$ cat src/txirq_pkg.sv
// Shared constants and carriers for the transmit interrupt and channel B valid block
package txirq_pkg;
	localparam logic [7:0] ADDR_RX_B_VALID   = 8'h0c;
	localparam logic [7:0] ADDR_TX_IRQ_EN    = 8'h0d;
	localparam logic [7:0] ADDR_TX_IRQ_STAT  = 8'h0e;
	localparam logic [7:0] TX_IRQ_EN_RESET   = 8'h00;
	localparam logic [7:0] TX_IRQ_STAT_RESET = 8'h00;
	localparam logic [7:0] RX_B_VALID_RESET  = 8'h00;
	localparam int         BIT_UNDERFLOW     = 3;
	localparam int         BIT_OVERFLOW      = 2;
	localparam int         BIT_DONE          = 1;
	localparam int         BIT_EMPTY         = 0;
	localparam logic [3:0] RC_CLEAR_MASK     = 4'he;

	// Register port request from the serial front end
	typedef struct packed {
		logic       rd;
		logic       wr;
		logic [7:0] addr;
		logic [7:0] wdata;
	} reg_req_s;

	// Events reported by the transmit shifter
	typedef struct packed {
		logic bit_sent;
		logic sample_req;
		logic hold_to_shift;
		logic byte_done;
	} tx_evt_s;
endpackage

$ cat src/tx_flag_cell.sv
// One sticky status flag with set-over-clear priority; transmit off (tx_on low) clears it ahead of set
`timescale 1ns/1ps
module tx_flag_cell (
	input  wire logic sys_clk,
	input  wire logic rst_n,
	input  wire logic clk_en,
	input  wire logic set,
	input  wire logic clr,
	input  wire logic tx_on,
	output logic      flag
);
	always_ff @(posedge sys_clk or negedge rst_n) begin
		if (!rst_n) begin
			flag <= 1'b0;
		end else if (clk_en) begin
			if (!tx_on)
				flag <= 1'b0;
			else if (set)
				flag <= 1'b1;
			else if (clr)
				flag <= 1'b0;
		end
	end
endmodule

$ cat src/tx_serdes_irq.sv
// Transmit serializer interrupt logic with channel B valid mask
`timescale 1ns/1ps
module tx_serdes_irq (
	input  wire logic               sys_clk,
	input  wire logic               rst_n,
	input  wire logic               clk_en,
	input  wire txirq_pkg::reg_req_s req,
	output logic [7:0]              rdata,
	input  wire logic               tx_enable,
	input  wire logic               hold_write,
	input  wire txirq_pkg::tx_evt_s  evt,
	input  wire logic               rx_b_load,
	input  wire logic [7:0]         rx_b_valid_in,
	output logic                    rx_b_all_valid,
	output logic                    irq
);
	logic [3:0] en_q;
	logic [7:0] rx_b_valid_q;
	logic       hold_full_q;
	logic       sent_any_q;
	logic [3:0] set_v;
	logic [3:0] clr_v;
	logic [3:0] stat;
	logic       stat_rd;

	assign stat_rd = req.rd && req.addr == txirq_pkg::ADDR_TX_IRQ_STAT;

	// Enable register; upper bits are not stored so they always read zero
	always_ff @(posedge sys_clk or negedge rst_n) begin
		if (!rst_n)
			en_q <= txirq_pkg::TX_IRQ_EN_RESET[3:0];
		else if (clk_en && req.wr && req.addr == txirq_pkg::ADDR_TX_IRQ_EN)
			en_q <= req.wdata[3:0];
	end

	// Channel B valid mask, captured with each received byte
	always_ff @(posedge sys_clk or negedge rst_n) begin
		if (!rst_n)
			rx_b_valid_q <= txirq_pkg::RX_B_VALID_RESET;
		else if (clk_en && rx_b_load)
			rx_b_valid_q <= rx_b_valid_in;
	end
	assign rx_b_all_valid = &rx_b_valid_q;

	// Holding register occupancy and the first-bit qualifier
	always_ff @(posedge sys_clk or negedge rst_n) begin
		if (!rst_n) begin
			hold_full_q <= 1'b0;
			sent_any_q  <= 1'b0;
		end else if (clk_en) begin
			if (!tx_enable) begin
				hold_full_q <= 1'b0;
				sent_any_q  <= 1'b0;
			end else begin
				if (hold_write)
					hold_full_q <= 1'b1;
				else if (evt.hold_to_shift)
					hold_full_q <= 1'b0;
				if (evt.bit_sent)
					sent_any_q <= 1'b1;
			end
		end
	end

	always_comb begin
		set_v = 4'h0;
		set_v[txirq_pkg::BIT_UNDERFLOW] = evt.sample_req && !hold_full_q && sent_any_q;
		// A write landing on the load cycle still counts: the old byte had not moved yet
		set_v[txirq_pkg::BIT_OVERFLOW]  = hold_write && hold_full_q;
		set_v[txirq_pkg::BIT_DONE]      = evt.byte_done && !hold_full_q && sent_any_q;
		set_v[txirq_pkg::BIT_EMPTY]     = evt.hold_to_shift && hold_full_q;
		clr_v = stat_rd ? txirq_pkg::RC_CLEAR_MASK : 4'h0;
		clr_v[txirq_pkg::BIT_EMPTY] = hold_write;
	end

	genvar i;
	generate
		for (i = 0; i < 4; i++) begin : g_flag
			tx_flag_cell u_flag (
				.sys_clk (sys_clk),
				.rst_n   (rst_n),
				.clk_en  (clk_en),
				.set     (set_v[i]),
				.clr     (clr_v[i]),
				.tx_on   (tx_enable),
				.flag    (stat[i])
			);
		end
	endgenerate

	assign irq = |(stat & en_q);

	// Read data registered one cycle after the read strobe
	always_ff @(posedge sys_clk or negedge rst_n) begin
		if (!rst_n)
			rdata <= 8'h00;
		else if (clk_en && req.rd) begin
			unique case (req.addr)
				txirq_pkg::ADDR_RX_B_VALID:  rdata <= rx_b_valid_q;
				txirq_pkg::ADDR_TX_IRQ_EN:   rdata <= {4'h0, en_q};
				txirq_pkg::ADDR_TX_IRQ_STAT: rdata <= {4'h0, stat};
				default:                     rdata <= 8'h00;
			endcase
		end
	end

	// Checks look one cycle after the event that should move a flag
	a_under_after_bit: assert property (
		@(posedge sys_clk) disable iff (!rst_n)
		clk_en && !sent_any_q && !stat[txirq_pkg::BIT_UNDERFLOW]
		|=> !stat[txirq_pkg::BIT_UNDERFLOW])
		else $error("underflow before first bit");
	a_under_sets: assert property (
		@(posedge sys_clk) disable iff (!rst_n)
		clk_en && tx_enable && evt.sample_req && !hold_full_q && sent_any_q
		|=> stat[txirq_pkg::BIT_UNDERFLOW])
		else $error("underflow not flagged");
	a_done_needs_bit: assert property (
		@(posedge sys_clk) disable iff (!rst_n)
		$rose(stat[txirq_pkg::BIT_DONE])
		|-> $past(sent_any_q))
		else $error("done before first bit");
	a_done_sets: assert property (
		@(posedge sys_clk) disable iff (!rst_n)
		clk_en && tx_enable && evt.byte_done && !hold_full_q && sent_any_q
		|=> stat[txirq_pkg::BIT_DONE])
		else $error("done not flagged");

	a_over_needs_write: assert property (
		@(posedge sys_clk) disable iff (!rst_n)
		$rose(stat[txirq_pkg::BIT_OVERFLOW])
		|-> $past(hold_write))
		else $error("overflow without holding write");
	a_overflow_sets: assert property (
		@(posedge sys_clk) disable iff (!rst_n)
		clk_en && tx_enable && hold_write && hold_full_q
		|=> stat[txirq_pkg::BIT_OVERFLOW])
		else $error("overflow not flagged");
	a_empty_on_load: assert property (
		@(posedge sys_clk) disable iff (!rst_n)
		clk_en && tx_enable && evt.hold_to_shift && hold_full_q && !hold_write
		|=> stat[txirq_pkg::BIT_EMPTY])
		else $error("empty not flagged");
	a_empty_needs_load: assert property (
		@(posedge sys_clk) disable iff (!rst_n)
		$rose(stat[txirq_pkg::BIT_EMPTY])
		|-> $past(evt.hold_to_shift))
		else $error("empty without holding load");
	a_empty_cleared: assert property (
		@(posedge sys_clk) disable iff (!rst_n)
		clk_en && hold_write && !(evt.hold_to_shift && hold_full_q)
		|=> !stat[txirq_pkg::BIT_EMPTY])
		else $error("empty not cleared by write");

	a_read_clears: assert property (
		@(posedge sys_clk) disable iff (!rst_n)
		clk_en && stat_rd && !set_v[txirq_pkg::BIT_DONE]
		|=> !stat[txirq_pkg::BIT_DONE])
		else $error("done not cleared by read");
	a_read_keeps_empty: assert property (
		@(posedge sys_clk) disable iff (!rst_n)
		clk_en && tx_enable && stat_rd && stat[txirq_pkg::BIT_EMPTY] && !hold_write
		|=> stat[txirq_pkg::BIT_EMPTY])
		else $error("empty cleared by status read");
	a_idle_zero: assert property (
		@(posedge sys_clk) disable iff (!rst_n)
		clk_en && !tx_enable
		|=> stat == 4'h0)
		else $error("status set outside transmit");
	a_irq_gate: assert property (
		@(posedge sys_clk) disable iff (!rst_n)
		clk_en && tx_enable && set_v[txirq_pkg::BIT_OVERFLOW]
		&& en_q[txirq_pkg::BIT_OVERFLOW] && !(req.wr && req.addr == txirq_pkg::ADDR_TX_IRQ_EN)
		|=> irq)
		else $error("irq missing for enabled status");

	a_stat_upper: assert property (
		@(posedge sys_clk) disable iff (!rst_n)
		$past(clk_en && stat_rd)
		|-> rdata[7:4] == 4'h0)
		else $error("reserved status bits set");
	a_rdata_stat: assert property (
		@(posedge sys_clk) disable iff (!rst_n)
		clk_en && stat_rd
		|=> rdata == {4'h0, $past(stat)})
		else $error("status read data wrong");
	a_en_write: assert property (
		@(posedge sys_clk) disable iff (!rst_n)
		clk_en && req.wr && req.addr == txirq_pkg::ADDR_TX_IRQ_EN
		|=> en_q == $past(req.wdata[3:0]))
		else $error("enable write not stored");
	a_mask_load: assert property (
		@(posedge sys_clk) disable iff (!rst_n)
		clk_en && rx_b_load
		|=> rx_b_valid_q == $past(rx_b_valid_in))
		else $error("valid mask not loaded");
	a_all_valid: assert property (
		@(posedge sys_clk) disable iff (!rst_n)
		clk_en && rx_b_load
		|=> rx_b_all_valid == (&$past(rx_b_valid_in)))
		else $error("all-valid mismatch");
	// A frozen cycle must leave the status, read data and enable registers untouched
	a_freeze_hold: assert property (
		@(posedge sys_clk) disable iff (!rst_n)
		!clk_en
		|=> $stable(stat) && $stable(rdata) && $stable(en_q))
		else $error("state moved while clock enable low");
endmodule

$ cat config.mk
export PLATFORM = sky130hd
export DESIGN_NAME = tx_serdes_irq
export DESIGN_NICKNAME = d
export VERILOG_FILES = /design/src/txirq_pkg.sv /design/src/tx_flag_cell.sv /design/src/tx_serdes_irq.sv
export SDC_FILE = /design/constraint.sdc
export NUM_CORES = 1
export LEC_CHECK = 0
export ABC_AREA = 1
export BUFFER_PORTS_ARGS = -buffer_cell sky130_fd_sc_hd__clkbuf_2
export CORE_MARGIN = 2
export CORE_UTILIZATION = 23
export CTS_CLUSTER_SIZE = 25
export DETAILED_ROUTE_END_ITERATION = 10
export PLACE_DENSITY_LB_ADDON = 0.2
export SKIP_LAST_GASP = 1
export SYNTH_ARGS = -nofsm -noshare
export SYNTH_HDL_FRONTEND = slang
export SYNTH_SLANG_ARGS = --single-unit
$ cat constraint.sdc
create_clock -name sys_clk -period 1.23 [get_ports sys_clk]
set_input_delay 0.1845 -clock sys_clk [delete_from_list [all_inputs] [get_ports sys_clk]]
set_output_delay 0.1845 -clock sys_clk [all_outputs]
set_load 0.005 [all_outputs]
## Yosys cells after proc, flatten, opt, wreduce, memory -nomap -nowiden

Cells that the tools add are included.

- Memory bits (read-only): 0
- Input bits: 36
- Register bits after elaboration: 26
- Output and inout bits: 10
- Memories kept: 0
- Bits in writable memories: 0
- Bits in latches: 0

- Shift-type cells: 0
- Equal/unequal tests: 9
- Reduce and logical (&&, ||, !) cells: 20
- Add/sub/neg operators: 0
- $mul: 0
- Divide/modulo/power cells: 0
- Order comparisons: 0
- Bitwise gates (word level): 1
- Mux-type cells: 19

Operator list:

| kind | count |
|---|---|
| $eq A8 B4 Y1 const B | 3 |
| $pmux W8 S3 | 1 |
| $mux W1 | 17 |
| $ne A3 B1 Y1 const B | 5 |
| $reduce_and A2 Y1 | 6 |
| $logic_and A1 B1 Y1 | 11 |
| $reduce_and A8 Y1 | 1 |
| $and A4 B4 Y4 | 1 |
| $mux W4 | 1 |
| $reduce_or A4 Y1 | 1 |
| $ne A2 B1 Y1 const B | 1 |
| $logic_not A1 Y1 | 1 |

## Logic depth before layout (Yosys ltp)

Gate-level depths: netlist of the first run.

- Word-level depth: 6
- Depth in mapped cells: 8

## Modules after synthesis

A second synthesis of the first run with hierarchy kept.

- Cell total of the unflattened synthesis: 163
- Area, all modules: 1321.3 um^2

By module, submodules not included:

| module | seq. area each (um^2) | cells each | area an instance (um^2) | times used |
|---|---|---|---|---|
| tx_serdes_irq | 550.5 | 135 | 1126.1 | 1 |
| tx_flag_cell | 25.0 | 7 | 48.8 | 4 |

## Worst setup path before layout of the first run

OpenSTA, ideal clock, no wires.

- Path type: input to register
- Start: in req[12] (netlist name)
- End: reg rdata[5]
- Stages on the path: 6
- Arrival: 864 ps
- Path slack: 271 ps
- Data required time: 1134 ps
- Setup time: 96 ps
- Path buffers: 1
- Cell sequence: inv_1 -> nand2_1 -> nor2_4 -> buf_6 -> nand2_4 -> o31ai_1

- Word-level cells in the longest chain between the ends: 2

Ends and longest elaborated chain:

| element | line | text |
|---|---|---|
| from (decl) | tx_serdes_irq.sv:7 | `input wire txirq_pkg::reg_req_s req,` |
| $eq A8 B4 Y1 | tx_serdes_irq.sv:98 | `unique case (req.addr)` |
| $pmux W8 S3 (*) | tx_serdes_irq.sv:98 |  |
| to (signal assigned) | tx_serdes_irq.sv:99 | `txirq_pkg::ADDR_RX_B_VALID: rdata <= rx_b_valid_q;` |
| to (signal assigned) | tx_serdes_irq.sv:100 | `txirq_pkg::ADDR_TX_IRQ_EN: rdata <= {4'h0, en_q};` |
| to (signal assigned) | tx_serdes_irq.sv:101 | `txirq_pkg::ADDR_TX_IRQ_STAT: rdata <= {4'h0, stat};` |
| to (decl) | tx_serdes_irq.sv:8 | `output logic [7:0] rdata,` |

Mark *: on every way between the ends. The rest lies on a longest branch, timed or not.
A chain may end at the register's enable or synchronous reset.

## Worst setup path after layout of the first run

- Start: reg en_q[0]
- End: out irq

- Word-level cells in the longest chain between the ends: 2

Ends and longest elaborated chain:

| element | line | text |
|---|---|---|
| from (decl) | tx_serdes_irq.sv:17 | `logic [3:0] en_q;` |
| from (signal assigned) | tx_serdes_irq.sv:31 | `en_q <= txirq_pkg::TX_IRQ_EN_RESET[3:0];` |
| from (signal assigned) | tx_serdes_irq.sv:33 | `en_q <= req.wdata[3:0];` |
| $and A4 B4 Y4 | tx_serdes_irq.sv:91 | `assign irq = \|(stat & en_q);` |
| $reduce_or A4 Y1 | tx_serdes_irq.sv:91 |  |
| to (decl) | tx_serdes_irq.sv:15 | `output logic irq` |

No other way between the ends.

==> impl_metrics.csv, run 1 <==
group,metric,value,unit
place,dpl.hpwl,2550,µm
timing,skew,0.00705,ns
place,place_congestion,0.742,
die,initial_core_util,23.9,%
synth,yosys.area.top_type,"dfrtp_1",
run_status,outcome,"finished clean",
synth,yosysTopAreaCellShare,49.3,%
worst_setup_path,critical-path-max-stage-delay,0.41,ns
die,core_area,5510,µm²
grt,grt_max_degree,16,
synth,synth_area,1320,µm²
layout,n_fill_cell,610,
die,rows,27,
drt,routed_wl,3170,µm
grt,antenna_found_initial,0,
synth,synthCells,153,
worst_hold_path,hold_class,"input pin to register",
synth,synth_edf_count,0,
clock_tree,cts_buffers,3,
worst_setup_path,arrival,0.97,ns
clock_tree,ctsRootBufferMaster,"clkbuf_8",
layout,diodes,0,
worst_setup_path,startpoint_type,"register",
layout,final_area,1780,µm²
worst_setup_path,path_cells,"nand2_1, nand4_1, clkbuf_2",
die,die_h,79.7,µm
timing,setup_viol,0,
worst_setup_path,crit_family,"flip-flops",
timing,timing.final.crit_share,93.8,%
timing,finalHoldViolCount,0,
place,placed_area,1640,µm²
timing,relSlewSlack,75.6,%
synth,ys_types,25,
drt,vias_per_cell,4.23,
synth,synth.avg_cell_area,8.62,µm²
grt,track_usage,11.2,%
grt,grt-busiest-layer,"met2",
worst_setup_path,required,1.05,ns
worst_setup_path,path_buf_inv,1,
pwr,vdd_drop_max,0.756,mV
layout,nNetsFinal,246,
grt,grt_overflow_total,0,
worst_hold_path,hp-start,"req[1]",
clock_tree,cts_tree,"built",
timing,min_period,1.15,ns
clock_tree,h-tree-depth,1,
synth,synth.yosys.seq_area_share,49.3,%
timing,timing.final.ws_setup,0.0768,ns
drt,vias,1188,
timing,fmax,867,MHz
pwr,cellLeakagePower,0.963,nW
die,num_io_pins,46,
layout,seqCellArea,651,µm²
layout,multi_input_area,588,µm²
pwr,power.density,1100,nW/µm²
grt,grtUsageMet1,14.6,%
grt,met2_usage,18.2,%
run,maxCapViolCount,0,
worst_setup_path,crit_fanout,3,
worst_setup_path,r2r-start,"hold_full_q$_DFFE_PN0P_",
drt,firstDrtPassIters,4,
clock_tree,clock_sinks,26,
timing,maxSlewViolCount,0,
die,dieArea,6360,µm²
worst_setup_path,critical_path_class,"register to primary output",
drt,ant_nets,0,
grt,grt_pass1_wl,5550,µm
timing,worstMarginPinSlew,0.367,ns
layout,area_growth,35.2,%
die,die_w,79.7,µm
layout,drive_gt1_share,35.4,%
synth,async_flop_share,100,%
clock_tree,clk_latency,0.27,ns
drt,post_drt_wl_per_cell,11.3,µm
synth,ys.flop_type,"dfrtp_1",
worst_setup_path,end_kind,"primary output",
grt,grt_pass1_vias,1189,
place,io_buffers,41,
synth,ys_top_cells_by_area,"dfrtp_1 49%, nand2_1 15%, nand3_1 8.3%",
grt,use_met3,3.73,%
clock_tree,clockBufferDepth,2,
timing,rsz0062_at_grt,"true",
synth,yosysWarningCount,0,
place,placement.setup.worst_slack,0.0835,ns
synth,ys_ff_latch,26,
drt,drc,0,
clock_tree,clkTransAtPathRegs,0.09,ns
drt,drtIter0Drc,67,
synth,syn_nets,189,
worst_setup_path,crit_start,"en_q[0]$_DFFE_PN0P_",
worst_setup_path,crit_path_top_delay_cell,"dfrtp_1",
==> routing by layer <==
| metal | wire length [µm] | vias up |
|---|---|---|
| li1 | - | 620 |
| met1 | 1500 | 533 |
| met2 | 1420 | 33 |
| met3 | 231 | 2 |
| met4 | 16 | 0 |
| met5 | 0 | - |
==> tightest hold or removal path, cell delays in order <==
cell and delay (ns):
clkbuf_2 0.07, nand2_1 0.04, nand2_1 0.04
==> final cells by class <==
cell class | instances | share of cell area, %
well taps | 72 | 5.05
repair buffers | 55 | 18.2
clock inverters | 1 | 1.68
flip-flops and latches | 26 | 36.5
clock buffers | 3 | 2.32
multi-input cells | 109 | 33.0
inverters | 15 | 3.23
==> logic make-up (layout without fill, tap and decap cells) <==
kind of cell / after synthesis / in the layout / share of synthesized area [%]
flip-flops: 26 / 26 / 49.3
multiplexers: 6 / 6 / 5.12
AND/OR/NAND/NOR: 91 / 91 / 34.2
AO/OA/AOI/OAI: 12 / 12 / 5.31
buffers and inverters: 18 / 74 / 6.07
==> placed cells by master (no fill, tap or decap), types with 2 or more instances in the layout <==
master,Yosys,layout
nor3_4,2,2
buf_4,1,12
nor2_1,3,3
clkbuf_8,0,3
inv_1,13,13
o31ai_1,2,2
mux2_2,6,6
dfrtp_1,26,26
a21oi_1,3,3
nand2_1,53,53
nand4_1,5,5
nand3_1,22,22
clkbuf_2,0,40
o21ai_0,4,4
==> synthesized netlist by cell type (2+ instances only) <==
| library cell | count |
|---|---|
| a21oi_1 | 3 |
| dfrtp_1 | 26 |
| inv_1 | 13 |
| mux2_2 | 6 |
| nand2_1 | 53 |
| nand3_1 | 22 |
| nand4_1 | 5 |
| nor2_1 | 3 |
| nor3_4 | 2 |
| o21ai_0 | 4 |
| o31ai_1 | 2 |
==> where the power goes <==
part	switching, mW	leakage (nW)	internal (mW)
Sequential	0.0487	0.339	0.914
Clock	0.274	0.0357	0.436
Combinational	0.136	0.589	0.145
==> stage by stage <==
step,utilization (%),TNS (ns),power (mW),hold slack [ns],std cells
after floorplan,-,0,1.09,-0.111,153
after global placement,29.8,0,1.22,0.120,268
after detailed placement,29.8,0,1.23,0.118,268
after CTS,31.3,0,1.95,0.101,273
after global routing,32.4,-0.00289,2.07,0.107,281
final,32.4,0,1.95,0.104,281
==> registers in the layout, indices dropped and copies added, names as in the netlist <==
signal / flops
en_q: 4
g_flag.u_flag.flag: 4
hold_full_q: 1
rdata: 8
rx_b_valid_q: 8
sent_any_q: 1
==> worst paths after layout <==
check,end,cells past startpoint,slack [ns]
min in group asynchronous,rx_b_valid_q[4]$_DFFE_PN0P_,2,0.34
worst max register to register,g_flag[1].u_flag.flag$_DFFE_PN0P_,6,0.28
worst max-delay path,irq,3,0.08
worst min register to register,rdata[5]$_DFFE_PN0P_,2,0.49
worst min-delay path,en_q[1]$_DFFE_PN0P_,3,0.10
max in group asynchronous,sent_any_q$_DFFE_PN0P_,3,0.49
==> repair_timing <==
item / CTS / global route
hold buffers: 1 / 0
buffers inserted: 0 / 8
resized for setup: 0 / 1
endpoints found under the setup margin: 0 / 2
hold endpoints to repair: 12 / 0
(Power assumes the default switching activity.)
==> run 2: changes to the inputs <==
Settings changed: CORE_ASPECT_RATIO set to 1.1, HOLD_SLACK_MARGIN set to 0.02.
==> run 2 against run 1 <==
Against the previous run: non-clock buffer count grew 1; sequential power about the same; highest routed layer unchanged; clock power fell by 0.6%; utilization is 0.45 points higher; maximum frequency fell by 1.4%; routed wire length fell by 0.63%; critical endpoint is now rx_b_all_valid.
==> impl_metrics.csv, run 2 (same netlist as run 1, synthesis figures left out) <==
group,metric,value,unit
run_status,outcome,"finished clean",
worst_setup_path,critical-path-max-stage-delay,0.39,ns
layout,diodes,0,
place,place_congestion,0.750,
worst_setup_path,required,1.05,ns
layout,layout_common_cells,"53 x nand2_1, 40 x clkbuf_2, 26 x dfrtp_1",
clock_tree,cts_tree,"built",
timing,worstMarginPinSlew,0.319,ns
drt,vias_per_cell,4.09,
layout,final_common_cell,"nand2_1",
layout,final_area,1790,µm²
run,maxCapViolCount,0,
drt,routed_wl,3150,µm
die,dieArea,6360,µm²
timing,fmax,855,MHz
clock_tree,clkTransAtPathRegs,0.09,ns
worst_setup_path,startpoint_type,"register",
timing,finalHoldViolCount,0,
timing,holdWs,0.106,ns
worst_setup_path,critical_path_class,"register to primary output",
timing,relSlewSlack,78.7,%
pwr,vdd_drop_max,0.566,mV
die,die_h,83.4,µm
worst_setup_path,arrival,0.99,ns
clock_tree,clockBufferDepth,2,
place,placement.setup.worst_slack,0.0910,ns
worst_hold_path,hold_class,"input pin to register",
worst_setup_path,crit_path_top_delay_cell,"dfrtp_1",
timing,min_period,1.17,ns
layout,nNetsFinal,247,
clock_tree,ctsRootBufferMaster,"clkbuf_8",
place,dpl.hpwl,2530,µm
layout,reg_top3,"rdata (8), rx_b_valid_q (8)",
grt,track_usage,10.4,%
grt,grt_overflow_total,0,
drt,drc,0,
drt,drtIter0Drc,51,
timing,timing.final.crit_share,95.1,%
clock_tree,clock_sinks,26,
worst_setup_path,path_cells,"nand4_1, nor2_1, buf_2",
timing,setup_viol,0,
die,rows,28,
worst_setup_path,crit_family,"flip-flops",
grt,grt_pass1_wl,5420,µm
drt,vias,1167,
layout,n_fill_cell,636,
timing,timing.final.ws_setup,0.0601,ns
drt,post_drt_wl_per_cell,11.0,µm
place,io_buffers,41,
clock_tree,clk_latency,0.27,ns
die,initial_core_util,24.1,%
worst_setup_path,end_kind,"primary output",
die,num_io_pins,46,
grt,grt_pass1_vias,1112,
worst_setup_path,crit_fanout,3,
drt,firstDrtPassIters,4,
timing,skew,0.00679,ns
grt,antenna_found_initial,0,
clock_tree,h-tree-depth,1,
drt,ant_nets,0,
grt,grt_max_degree,17,
timing,maxSlewViolCount,0,
die,core_area,5470,µm²
timing,rsz0062_at_grt,"true",
worst_setup_path,path_buf_inv,1,
pwr,power.density,1090,nW/µm²
pwr,cellLeakagePower,0.969,nW
layout,multi_input_area,588,µm²
layout,area_growth,36.1,%
die,die_w,76.2,µm
clock_tree,cts_buffers,3,
layout,drive_gt1_share,35.7,%
place,placed_area,1650,µm²
layout,seqCellArea,651,µm²
-- run 2: stage by stage --
stage / instances / util [%] / setup TNS [ns] / total power [mW]
2_1_floorplan: 153 / - / 0 / 1.09
3_3_place_gp: 272 / 30.2 / 0 / 1.22
3_5_place_dp: 272 / 30.2 / 0 / 1.22
4_1_cts: 277 / 31.7 / 0 / 1.94
5_1_grt: 285 / 32.8 / -0.0289 / 2.05
6_report: 285 / 32.8 / 0 / 1.95
-- run 2: power by group --
part	total [mW]	internal [mW]	leakage, nW	switching [mW]
clock	0.706	0.435	0.0357	0.271
sequential	0.964	0.914	0.339	0.0493
combinational	0.280	0.142	0.595	0.138
total	1.95	1.49	0.969	0.458
-- run 2: layout make-up --
cell class / instances / share of cell area, %
multi-input combinational: 109 / 32.8
sequential: 26 / 36.3
inverter: 15 / 3.21
clock inverter: 1 / 1.67
timing repair buffer: 56 / 18.5
tap: 75 / 5.23
clock buffer: 3 / 2.30
-- run 2: path summary, 6_finish.rpt --
| kind | startpoint | end | slack, ns | cells after the start |
|---|---|---|---|---|
| max reg2reg | hold_full_q$_DFFE_PN0P_ | g_flag[3].u_flag.flag$_DFFE_PN0P_ | 0.26 | 6 |
| max | rx_b_valid_q[4]$_DFFE_PN0P_ | rx_b_all_valid | 0.06 | 3 |
| min in group asynchronous | rst_n | rx_b_valid_q[7]$_DFFE_PN0P_ | 0.34 | 2 |
| max in group asynchronous | rst_n | g_flag[3].u_flag.flag$_DFFE_PN0P_ | 0.50 | 3 |
| min reg2reg | rdata[7]$_DFFE_PN0P_ | rdata[7]$_DFFE_PN0P_ | 0.49 | 2 |
| min | req[1] | en_q[1]$_DFFE_PN0P_ | 0.11 | 3 |
-- run 2: timing repair --
action,CTS,global route
resized for setup,0,1
setup endpoints to repair,0,2
setup buffers,0,8
hold buffers,1,0
hold endpoints to repair,10,0
-- run 2: metal layers --
metal | routed length [µm] | global-route usage [%]
met1 | 1610 | 15.2
met2 | 1380 | 16.0
met3 | 143 | 2.72
met4 | 13 | 0.992
met5 | 0 | 0
-- run 2: worst reg2reg max path: cells and delay by family (launching register included) --
kind | cells | cell delay (ns)
flops | 1 | 0.43
simple gates | 5 | 0.31
buf+inv | 1 | 0.12
